`src/logic/jdr_defs.svh`:
```
// Purpose: Constants for the scan data registers
// Assumes: Included by its bare name
// Notes:   Codes, field positions, reset values and sizes
`ifndef JDR_DEFS_SVH
`define JDR_DEFS_SVH
// ----------------------------------------------------
// Instruction codes
// ----------------------------------------------------
`define JDR_IR_W        5
`define JDR_IR_EXTEST   5'h00
`define JDR_IR_SAMPLE   5'h01
`define JDR_IR_CLAMP    5'h04
`define JDR_IR_FLOAT    5'h05
`define JDR_IR_IDENT    5'h0c
`define JDR_IR_BYPASS   5'h1f
// ----------------------------------------------------
// Identification layout
// ----------------------------------------------------
`define JDR_ID_W        32
`define JDR_ID_VER_LSB  28
`define JDR_ID_PART_LSB 12
`define JDR_ID_MFR_LSB  1
`define JDR_ID_FIXED    1'b1
// ----------------------------------------------------
// Chain and buffer sizes, reset values
// ----------------------------------------------------
`define JDR_BSR_LEN     141
`define JDR_STRAP_LO    46
`define JDR_STRAP_HI    47
`define JDR_LONE_CELL   94
`define JDR_FIFO_DEPTH  32
`define JDR_BYP_CAPT    1'b0
`define JDR_TDO_RST     1'b0
`endif

```
`src/logic/jdr_pkg.sv`:
```
// Purpose: Types shared by the scan data registers
// Assumes: Nothing
// Notes:   Codes live in jdr_defs.svh
package jdr_pkg;
  typedef enum logic [1:0] {
    JDR_SEL_BYP,
    JDR_SEL_ID,
    JDR_SEL_BSR
  } jdr_sel_t;
  typedef enum logic [1:0] {
    JDR_CELL_TWO_WAY,
    JDR_CELL_CTRL,
    JDR_CELL_INPUT
  } jdr_cell_t;
endpackage : jdr_pkg

```
`src/logic/jdr_data_regs.sv`:
```
// Purpose: Bypass, identification and boundary chain of the TAP
// Assumes: Tap controller on CLK gives instruction and DR state
// Notes:   TCK/TDI/pin captures are sampled pins, synced twice
`timescale 1ns/1ps
`include "jdr_defs.svh"

// ----------------------------------------------------
// Bit FIFO between shift and TDO launch
// ----------------------------------------------------
module jdr_fifo #(
  parameter int W = 1,
  parameter int D = `JDR_FIFO_DEPTH
) (
  input  wire logic         clk,      // System clock
  input  wire logic         rst,      // Async reset, high
  input  wire logic         in_valid, // Write request
  output logic              in_ready, // Not full
  input  wire logic [W-1:0] in_data,  // Write data
  output logic              out_valid,// Not empty
  input  wire logic         out_ready,// Read request
  output logic      [W-1:0] out_data  // Head word
);
  localparam int AW = $clog2(D);
  logic [W-1:0] mem_q [D];
  logic [AW-1:0] wp_q, wp_d, rp_q, rp_d;
  logic [AW:0]   cnt_q, cnt_d;
  logic          wr, rd;

  always_comb begin
    wr = in_valid && in_ready;
    rd = out_valid && out_ready;
    wp_d = wr ? AW'(wp_q + 1'b1) : wp_q;
    rp_d = rd ? AW'(rp_q + 1'b1) : rp_q;
    cnt_d = cnt_q;
    if (wr && !rd) begin
      cnt_d = (AW+1)'(cnt_q + 1'b1);
    end else if (rd && !wr) begin
      cnt_d = (AW+1)'(cnt_q - 1'b1);
    end
  end

  always_ff @(posedge clk or posedge rst) begin
    if (rst) begin
      wp_q  <= '0;
      rp_q  <= '0;
      cnt_q <= '0;
    end else begin
      wp_q  <= wp_d;
      rp_q  <= rp_d;
      cnt_q <= cnt_d;
    end
  end

  always_ff @(posedge clk) begin
    if (wr) begin
      mem_q[wp_q] <= in_data;
    end
  end

  assign in_ready  = (cnt_q != (AW+1)'(D));
  assign out_valid = (cnt_q != '0);
  assign out_data  = mem_q[rp_q];
endmodule : jdr_fifo

// Notes on behaviour
// - Bypass instructions put one shift stage between TDI and TDO.
// - Bypass is the path whenever no test operation is selected.
// - 32-bit read-only ID: version in 31:28, part number in 27:12.
// - ID bits 11:1 carry the fixed maker identifier.
// - ID bit 0 always reads one.
// - Boundary chain shifts serially from TDI toward TDO.
// - Chain covers signal pins only, not power, ground or TAP pins.
// - Cells come in kinds: two-way data, input only, control.
// - Chain cells disturb normal pin operation only under external test and clamp.
// - Sample and external test capture pins and drivers in parallel.
// - Parallel capture happens on rising TCK.
// - Cell 0 is a two-way cell, cell 1 its control; straps lack one.
// - Undefined codes act exactly as the all-ones bypass code.
// - Code 01100 selects the identification register.
// - Codes 00001 and 00000 select the boundary chain.
// - Code 00101 floats outputs and shifts through bypass.
module jdr_data_regs
  import jdr_pkg::*;
#(
  parameter logic [3:0]  VERSION = 4'h1,    // Arbitrary value
  parameter logic [15:0] PART    = 16'h5a5a,// Arbitrary value
  parameter logic [10:0] MAKER   = 11'h0aa  // Arbitrary value
) (
  input  wire logic                    CLK,      // 50 MHz clock
  input  wire logic                    RST,      // Async reset
  input  wire logic                    TCK,      // Test clock pin
  input  wire logic                    TDI,      // Test data in pin
  input  wire logic [`JDR_IR_W-1:0]    IR_CODE,  // Active code
  input  wire logic                    DR_CAPTURE,// Capture-DR
  input  wire logic                    DR_SHIFT, // Shift-DR
  input  wire logic                    DR_UPDATE,// Update-DR
  input  wire logic [`JDR_BSR_LEN-1:0] PIN_CAP,  // Pin/driver levels
  output logic                         TDO,      // Test data out
  output logic                         TDO_OE_N, // TDO enable, low
  output logic [`JDR_BSR_LEN-1:0]      BSR_UPD,  // Update latches
  output logic                         TEST_DRIVE,// Pins from chain
  output logic                         FLOAT_PINS // Pins floated
);
  localparam int N = `JDR_BSR_LEN;
  localparam logic [`JDR_ID_W-1:0] ID_VALUE = {
    VERSION, PART, MAKER, `JDR_ID_FIXED};

  // ----------------------------------------------------
  // Pin synchronisers
  // ----------------------------------------------------
  logic         tck_m_q, tck_s_q, tck_p_q;
  logic         tdi_m_q, tdi_s_q;
  logic [N-1:0] cap_m_q, cap_s_q;
  logic         tck_rise, tck_fall;

  always_ff @(posedge CLK or posedge RST) begin
    if (RST) begin
      tck_m_q <= 1'b0;
      tck_s_q <= 1'b0;
      tck_p_q <= 1'b0;
      tdi_m_q <= 1'b0;
      tdi_s_q <= 1'b0;
      cap_m_q <= '0;
      cap_s_q <= '0;
    end else begin
      tck_m_q <= TCK;
      tck_s_q <= tck_m_q;
      tck_p_q <= tck_s_q;
      tdi_m_q <= TDI;
      tdi_s_q <= tdi_m_q;
      cap_m_q <= PIN_CAP;
      cap_s_q <= cap_m_q;
    end
  end

  // Edge pulses run at the TCK rate as one-cycle enables
  assign tck_rise = tck_s_q && !tck_p_q;
  assign tck_fall = !tck_s_q && tck_p_q;

  // ----------------------------------------------------
  // Instruction decode
  // ----------------------------------------------------
  jdr_sel_t sel;
  logic     bsr_op;

  always_comb begin
    bsr_op = (IR_CODE == `JDR_IR_SAMPLE) ||
             (IR_CODE == `JDR_IR_EXTEST);
    if (bsr_op) begin
      sel = JDR_SEL_BSR;
    end else if (IR_CODE == `JDR_IR_IDENT) begin
      sel = JDR_SEL_ID;
    end else begin
      // Float, clamp, bypass and every undefined code
      sel = JDR_SEL_BYP;
    end
  end

  // ----------------------------------------------------
  // Cell kinds along the chain
  // ----------------------------------------------------
  // Data cells even up to the lone cell that shares its control; odd above
  jdr_cell_t    kind [N];
  logic [N-1:0] upd_mask;

  for (genvar i = 0; i < N; i++) begin : g_cell
    if (i == `JDR_STRAP_LO || i == `JDR_STRAP_HI) begin : g_in
      assign kind[i] = JDR_CELL_INPUT;
    end else if (i <= `JDR_LONE_CELL ? i % 2 == 1 : i % 2 == 0) begin : g_ct
      assign kind[i] = JDR_CELL_CTRL;
    end else begin : g_tw
      assign kind[i] = JDR_CELL_TWO_WAY;
    end
    // Input cells only observe, so they own no update latch
    assign upd_mask[i] = (kind[i] != JDR_CELL_INPUT);
  end

  // ----------------------------------------------------
  // Shift paths
  // ----------------------------------------------------
  logic                 byp_q, byp_d;
  logic [`JDR_ID_W-1:0] id_q, id_d;
  logic [N-1:0]         bsr_q, bsr_d;
  logic [N-1:0]         upd_q, upd_d;
  logic                 push, push_bit, f_ready;
  logic                 f_valid, f_bit;

  // A full buffer holds the shift back rather than drop a bit
  assign push = tck_rise && DR_SHIFT && f_ready;

  always_comb begin
    byp_d    = byp_q;
    id_d     = id_q;
    bsr_d    = bsr_q;
    upd_d    = upd_q;
    push_bit = 1'b0;
    unique case (sel)
      JDR_SEL_BYP: push_bit = byp_q;
      JDR_SEL_ID:  push_bit = id_q[0];
      JDR_SEL_BSR: push_bit = bsr_q[0];
    endcase
    if (tck_rise && DR_CAPTURE) begin
      unique case (sel)
        JDR_SEL_BYP: byp_d = `JDR_BYP_CAPT;
        JDR_SEL_ID:  id_d  = ID_VALUE;
        JDR_SEL_BSR: bsr_d = cap_s_q;
      endcase
    end else if (push) begin
      unique case (sel)
        JDR_SEL_BYP: byp_d = tdi_s_q;
        JDR_SEL_ID:  id_d  = {tdi_s_q, id_q[`JDR_ID_W-1:1]};
        JDR_SEL_BSR: bsr_d = {tdi_s_q, bsr_q[N-1:1]};
      endcase
    end
    if (tck_rise && DR_UPDATE && sel == JDR_SEL_BSR) begin
      upd_d = bsr_q & upd_mask;
    end
  end

  always_ff @(posedge CLK or posedge RST) begin
    if (RST) begin
      byp_q <= 1'b0;
      id_q  <= '0;
      bsr_q <= '0;
      upd_q <= '0;
    end else begin
      byp_q <= byp_d;
      id_q  <= id_d;
      bsr_q <= bsr_d;
      upd_q <= upd_d;
    end
  end

  jdr_fifo #(
    .W (1),
    .D (`JDR_FIFO_DEPTH)
  ) i_jdr_fifo (
    .clk       (CLK),
    .rst       (RST),
    .in_valid  (push),
    .in_ready  (f_ready),
    .in_data   (push_bit),
    .out_valid (f_valid),
    .out_ready (tck_fall),
    .out_data  (f_bit)
  );

  // ----------------------------------------------------
  // Outputs
  // ----------------------------------------------------
  logic tdo_q, tdo_d, oe_n_q, oe_n_d;
  logic drive_q, drive_d, float_q, float_d;

  always_comb begin
    tdo_d  = tdo_q;
    oe_n_d = oe_n_q;
    if (tck_fall) begin
      tdo_d  = f_valid ? f_bit : tdo_q;
      oe_n_d = !f_valid;
    end
    // Chain reaches the pins only through these flags
    drive_d = (IR_CODE == `JDR_IR_EXTEST) ||
              (IR_CODE == `JDR_IR_CLAMP);
    float_d = (IR_CODE == `JDR_IR_FLOAT);
  end

  always_ff @(posedge CLK or posedge RST) begin
    if (RST) begin
      tdo_q   <= `JDR_TDO_RST;
      oe_n_q  <= 1'b1;
      drive_q <= 1'b0;
      float_q <= 1'b0;
    end else begin
      tdo_q   <= tdo_d;
      oe_n_q  <= oe_n_d;
      drive_q <= drive_d;
      float_q <= float_d;
    end
  end

  assign TDO        = tdo_q;
  assign TDO_OE_N   = oe_n_q;
  assign BSR_UPD    = upd_q;
  assign TEST_DRIVE = drive_q;
  assign FLOAT_PINS = float_q;
endmodule : jdr_data_regs

```
`config.mk`:
```
export PLATFORM = sky130hd
export DESIGN_NAME = jdr_data_regs
export DESIGN_NICKNAME = d
export VERILOG_FILES = /design/src/logic/jdr_pkg.sv /design/src/logic/jdr_data_regs.sv
export VERILOG_INCLUDE_DIRS = /design/src /design/src/logic
export SDC_FILE = /design/constraint.sdc
export NUM_CORES = 1
export LEC_CHECK = 0
export CORE_ASPECT_RATIO = 1.25
export CORE_UTILIZATION = 39
export DETAILED_ROUTE_END_ITERATION = 7
export DONT_BUFFER_PORTS = 1
export PLACE_DENSITY = 0.64
export SYNTH_ARGS = -nofsm -noshare
export SYNTH_HDL_FRONTEND = slang
export SYNTH_HIERARCHICAL = 1
export SYNTH_SLANG_ARGS = --single-unit
```
`constraint.sdc`:
```
create_clock -name CLK -period 20.6 [get_ports CLK]
set_input_delay 2.06 -clock CLK [delete_from_list [all_inputs] [get_ports CLK]]
set_output_delay 2.06 -clock CLK [all_outputs]
set_load 0.1 [all_outputs]
```
# Yosys cells after proc, flatten, opt, wreduce, memory -nomap -nowiden
# Memories as Yosys holds them, arrays and structs flattened. A register that Yosys moved wholly into a read port is not among the register bits.
# Cells that the tools add are included.
[classes] add_sub_neg=4 n_mux=19 eq_ne=7 reduce_logical=27
[op_table] operator="two-way mux 141 bit" n=4
[op_table] operator="two-way mux 32 bit" n=4
[op_table] operator="two-way mux 6 bit" n=2
[op_table] operator="logical AND 1 bit" n=11
[op_table] operator="adder 5 x 1 -> 5 bit, second input constant" n=2
[op_table] operator="equality test 5 x 3 -> 1 bit, second input constant" n=2
[op_table] operator="AND reduction 2 bit" n=4
[op_table] operator="two-way mux 1 bit" n=7
[op_table] operator="adder 6 x 1 -> 6 bit, second input constant" n=1
[op_table] operator="inequality test 6 bit, second input constant" n=1
[op_table] operator="nonzero test 6 bit" n=1
[op_table] operator="subtractor 6 x 1 -> 6 bit, second input constant" n=1
[op_table] operator="equality test 5 x 1 -> 1 bit, second input constant" n=1
[op_table] operator="equality test 5 x 4 -> 1 bit, second input constant" n=1
[op_table] operator="logical NOT 1 bit" n=5
[op_table] operator="logical NOT 5 bit" n=1
[op_table] operator="nonzero test 2 bit" n=2
[op_table] operator="one-hot mux 1 bit (3 select lines)" n=1
[op_table] operator="equality test 2 x 1 -> 1 bit, second input constant" n=1
[op_table] operator="equality test 2 bit, second input constant" n=1
[op_table] operator="logical NOT 2 bit" n=1
[op_table] operator="logical OR 1 bit" n=2
[op_table] operator="two-way mux 2 bit" n=1
[totals] mem_count=1 in_bits=153 ramBits=32 reg_bits=619
[mem_list] memory="i_jdr_fifo.mem_q" words=32 word_bits=1 rd=1 rd_clocked_by_memory_dff=1 write_ports=1 line="jdr_data_regs.sv:24" source="logic [W-1:0] mem_q [D];"

# Depth between registers and ports, before layout
[logic_depth] ltp_word=9 depth_mapped=12 ltp_nobuf=11

# Hierarchy
# Netlist, hierarchy kept.
[modules_own_cells] module="jdr_data_regs" cells_per_inst=1522 n_inst=1 seq_area_each_um2=15115.7 area_per_inst_um2=20250.7
[modules_own_cells] module="jdr_fifo" cells_per_inst=198 n_inst=1 seq_area_each_um2=1361.3 area_per_inst_um2=2409.8

# Worst setup path after synthesis
# Ideal clock, no wire load.
[synth_path] path_type="input -> register" from="in DR_SHIFT" to="reg i_jdr_fifo.cnt_q[5]" t_arrival_ns=3.716 t_required_ns=20.514 setup_ns=0.086 n_path_buf=1 cell_stages=10 path_slack_ns=16.798 path_cell_list="and3_1 o31a_1 buf_6 ha_1 inv_1 ha_1 a211oi_1 a21oi_1 o21a_1 nor3_1"
[synth_via] elab_chain_cells=6 word_cells_on_any_way=8
[synth_rtl] item="start: declaration" line="jdr_data_regs.sv:95" source="input wire logic DR_SHIFT,"
[synth_rtl] item="logical AND 1 bit (*) (2 in series)" line="jdr_data_regs.sv:189" source="assign push = tck_rise && DR_SHIFT && f_ready;"
[synth_rtl] item="logical AND 1 bit (*)" line="jdr_data_regs.sv:30" source="wr = in_valid && in_ready;"
[synth_rtl] item="named net i_jdr_fifo.wr" line="jdr_data_regs.sv:27" source="logic wr, rd;"
[synth_rtl] item="logical NOT 1 bit" line="jdr_data_regs.sv:37" source="end else if (rd && !wr) begin"
[synth_rtl] item="logical AND 1 bit" line="jdr_data_regs.sv:37"
[synth_rtl] item="nonzero test 2 bit (no line)"
[synth_rtl] item="end signal: assignment" line="jdr_data_regs.sv:50" source="cnt_q <= cnt_d;"
[synth_rtl] item="end: declaration" line="jdr_data_regs.sv:26" source="logic [AW:0] cnt_q, cnt_d;"
# Mark *: on every way through the listed nets, which the timed path passes. The rest lies on a longest branch.
# A chain may end at the register's enable or synchronous reset.

==> qor.txt <==
Final WS setup -> 15.92 ns
Detailed Place HPWL -> 29000 um
post-synth cell types -> 53
Post-CTS Setup Bufs -> 0
drt first pass iters -> 7
Synth area leader -> dfrtp_1
largest net degree at the start of global routing -> 213
Fill cells -> 5128
die span in y -> 272 um
GRT Total Usage -> 0.161
clk_lat worst skew -> 0.61 ns
WL met2 -> 22600 um
Die W -> 218 um
Post-synth ARST share -> 0.951
CTS Sinks -> 652
area growth from synthesis to final layout -> 12.6%
Met3 Wirelength -> 3370 um
CP Launch Type -> primary input
synth top area cells -> dfrtp_1 (68%), nand2_1 (6.0%), mux2_2 (4.9%)
Rows -> 98
cts hold-fix bufs -> 0
# Max-Cap Violations -> 0
status -> finished, final reports clean
Hold Crit Class -> reg2reg
pre-CTS setup slack -> 15.06 ns
Final ANT Viol Nets -> 0
setup_tns -> 0 ns
Fin Clk Skew -> 0.0229 ns
Critical Path AT -> 5.25 ns
Leak -> 11.5 nW
Placer Congestion -> 0.780
Yosys top cell area share -> 0.684
final hold vios -> 0
layout cells sized above 1 -> 0.138
RSZ-0062 raised after global routing -> false
Max Fclk -> 213 MHz
most common cell after layout, fill and taps aside -> dfrtp_1
Setup-failing EPs final -> 0
deepest clock path buffer count -> 3
number of synthesized flops with an enable pin -> 32
Synth Register Bits -> 652
syn_area_per_cell -> 13.2 um2
Worst slew margin -> 0.270
Tcrit/Tclk final -> 0.227
via count -> 12600
vias per std cell -> 5.00
Synth warnings -> 6
met1 WL -> 19000 um
clock slew at the register clock pins of the worst setup and hold paths -> 0.06 ns
area of the mapped netlist -> 22700 um2
DR iter-0 viols -> 969
most frequent cells in the layout -> dfrtp_1 (619), nand2_1 (360), nor2_1 (177), a31oi_1 (141), mux2_2 (99)
buffers added on ports -> 0
CTS buffer count -> 67
Critical Path End Type -> asynchronous set/reset pin
fin crit period -> 4.68 ns
residual DRC count -> 0
Initial Utilization -> 0.396
total chip power -> 3.33 mW
Cells after Synth -> 1720
Congestion Overflow GR -> 0
final wirelength -> 46700 um
htree depth -> 3
VDD IR max -> 0.0000882 V
vias in the first global route -> 12800
WP data required -> 21.16 ns
# nets final -> 1870
Seq/Total Area, Yosys -> 0.727
top layer in use -> met5
die area -> 59100 um2
PwrDens -> 131 nW/um2
first-pass GRT wire length -> 73600 um
CTS tree -> yes
Boundary Pins -> 298
Wirelength per Cell -> 18.5 um
final core occ -> 0.446
CP Class -> in2async
critical path peak fanout -> 110
Post-CTS Resized -> 0
Root Buffer -> clkbuf_16
Most used DFF post-synth -> dfrtp_1
Slew Limit Fails -> 0
Core Region -> 57300 um2
actual slew at the worst max-slew pin -> 1.10 ns
initial antenna violation count -> 19
==> critical path, cell delays in order <==
cell and delay [ns]:
inv_8 0.45, buf_4 0.78, buf_4 0.85, buf_4 0.93
==> power breakdown <==
group	internal [mW]	total [mW]	switching [mW]
logic	0.132	0.285	0.153
registers	1.44	1.81	0.371
clock network	0.720	1.24	0.517
==> synth_stat cells (3+ instances only) <==
master,number
a21oi_1,5
a31oi_1,141
buf_2,40
buf_4,3
buf_6,14
clkbuf_1,41
dfrtp_1,619
edfxtp_1,32
ha_1,11
inv_1,13
mux2_1,44
mux2_2,99
mux2i_1,6
mux4_2,6
nand2_1,361
nand2_2,3
nand3_1,21
nand3b_1,5
nand4_1,5
nor2_1,177
nor2b_1,3
nor3_1,3
o21ai_0,21
or3_1,4
xnor2_1,10
==> cells by family after synthesis <==
group,share of synthesized area
flip-flops,0.727
adder cells (fa/ha/maj),0.00696
multiplexers,0.0797
XOR/XNOR,0.00425
buffers and inverters,0.0259
AO/OA/AOI/OAI,0.0490
AND/OR/NAND/NOR,0.107
other,0.000165
==> registers in the layout (all words and copies together) (netlist names), 5 cells and up <==
signal	flops
i_jdr_fifo/mem_q	32
i_jdr_fifo/cnt_q	6
cap_m_q	141
cap_s_q	141
BSR_UPD	139
bsr_q	141
i_jdr_fifo/rp_q	5
id_q	32
i_jdr_fifo/wp_q	5
==> area by class of cell <==
cell class | instances | area (um2) | area share
antenna | 13 | 32.5 | 0.00127
tap | 750 | 938 | 0.0368
clock inverter | 31 | 395 | 0.0155
sequential | 652 | 16500 | 0.645
inverter | 13 | 56.3 | 0.00221
multi-input combinational | 957 | 5620 | 0.220
timing repair buffer | 14 | 118 | 0.00461
clock buffer | 91 | 1890 | 0.0740
==> layer usage <==
metal / up-vias / GRT usage
met4: 12 / 0.0847
met1: 6422 / 0.196
li1: 5749 / -
met3: 98 / 0.0527
met5: - / 0
met2: 312 / 0.253
==> final timing paths <==
check / startpoint / endpoint / slack (ns) / cells after the start
max in group CLK: DR_SHIFT / i_jdr_fifo/cnt_q[4] / 16.75 / 9
min in group asynchronous: RST / BSR_UPD[139] / 1.43 / 1
setup / recovery: RST / cap_m_q[105] / 15.92 / 4
hold reg to reg: cap_m_q[83] / cap_s_q[83] / 0.33 / 0
hold / removal: cap_m_q[83] / cap_s_q[83] / 0.33 / 0
setup reg to reg: i_jdr_fifo/cnt_q[3] / i_jdr_fifo/cnt_q[4] / 17.07 / 11
==> through the flow <==
stage | std cells | cell area [um2] | hold WS, ns
global placement | 2386 | 23200 | 0.332
finish | 2521 | 25500 | 0.329
floorplan | 1721 | 22700 | 0.331
global route | 2519 | 25500 | 0.330
CTS | 2508 | 25500 | 0.326
detailed placement | 2386 | 23200 | 0.335
(Power assumes the default switching activity.)
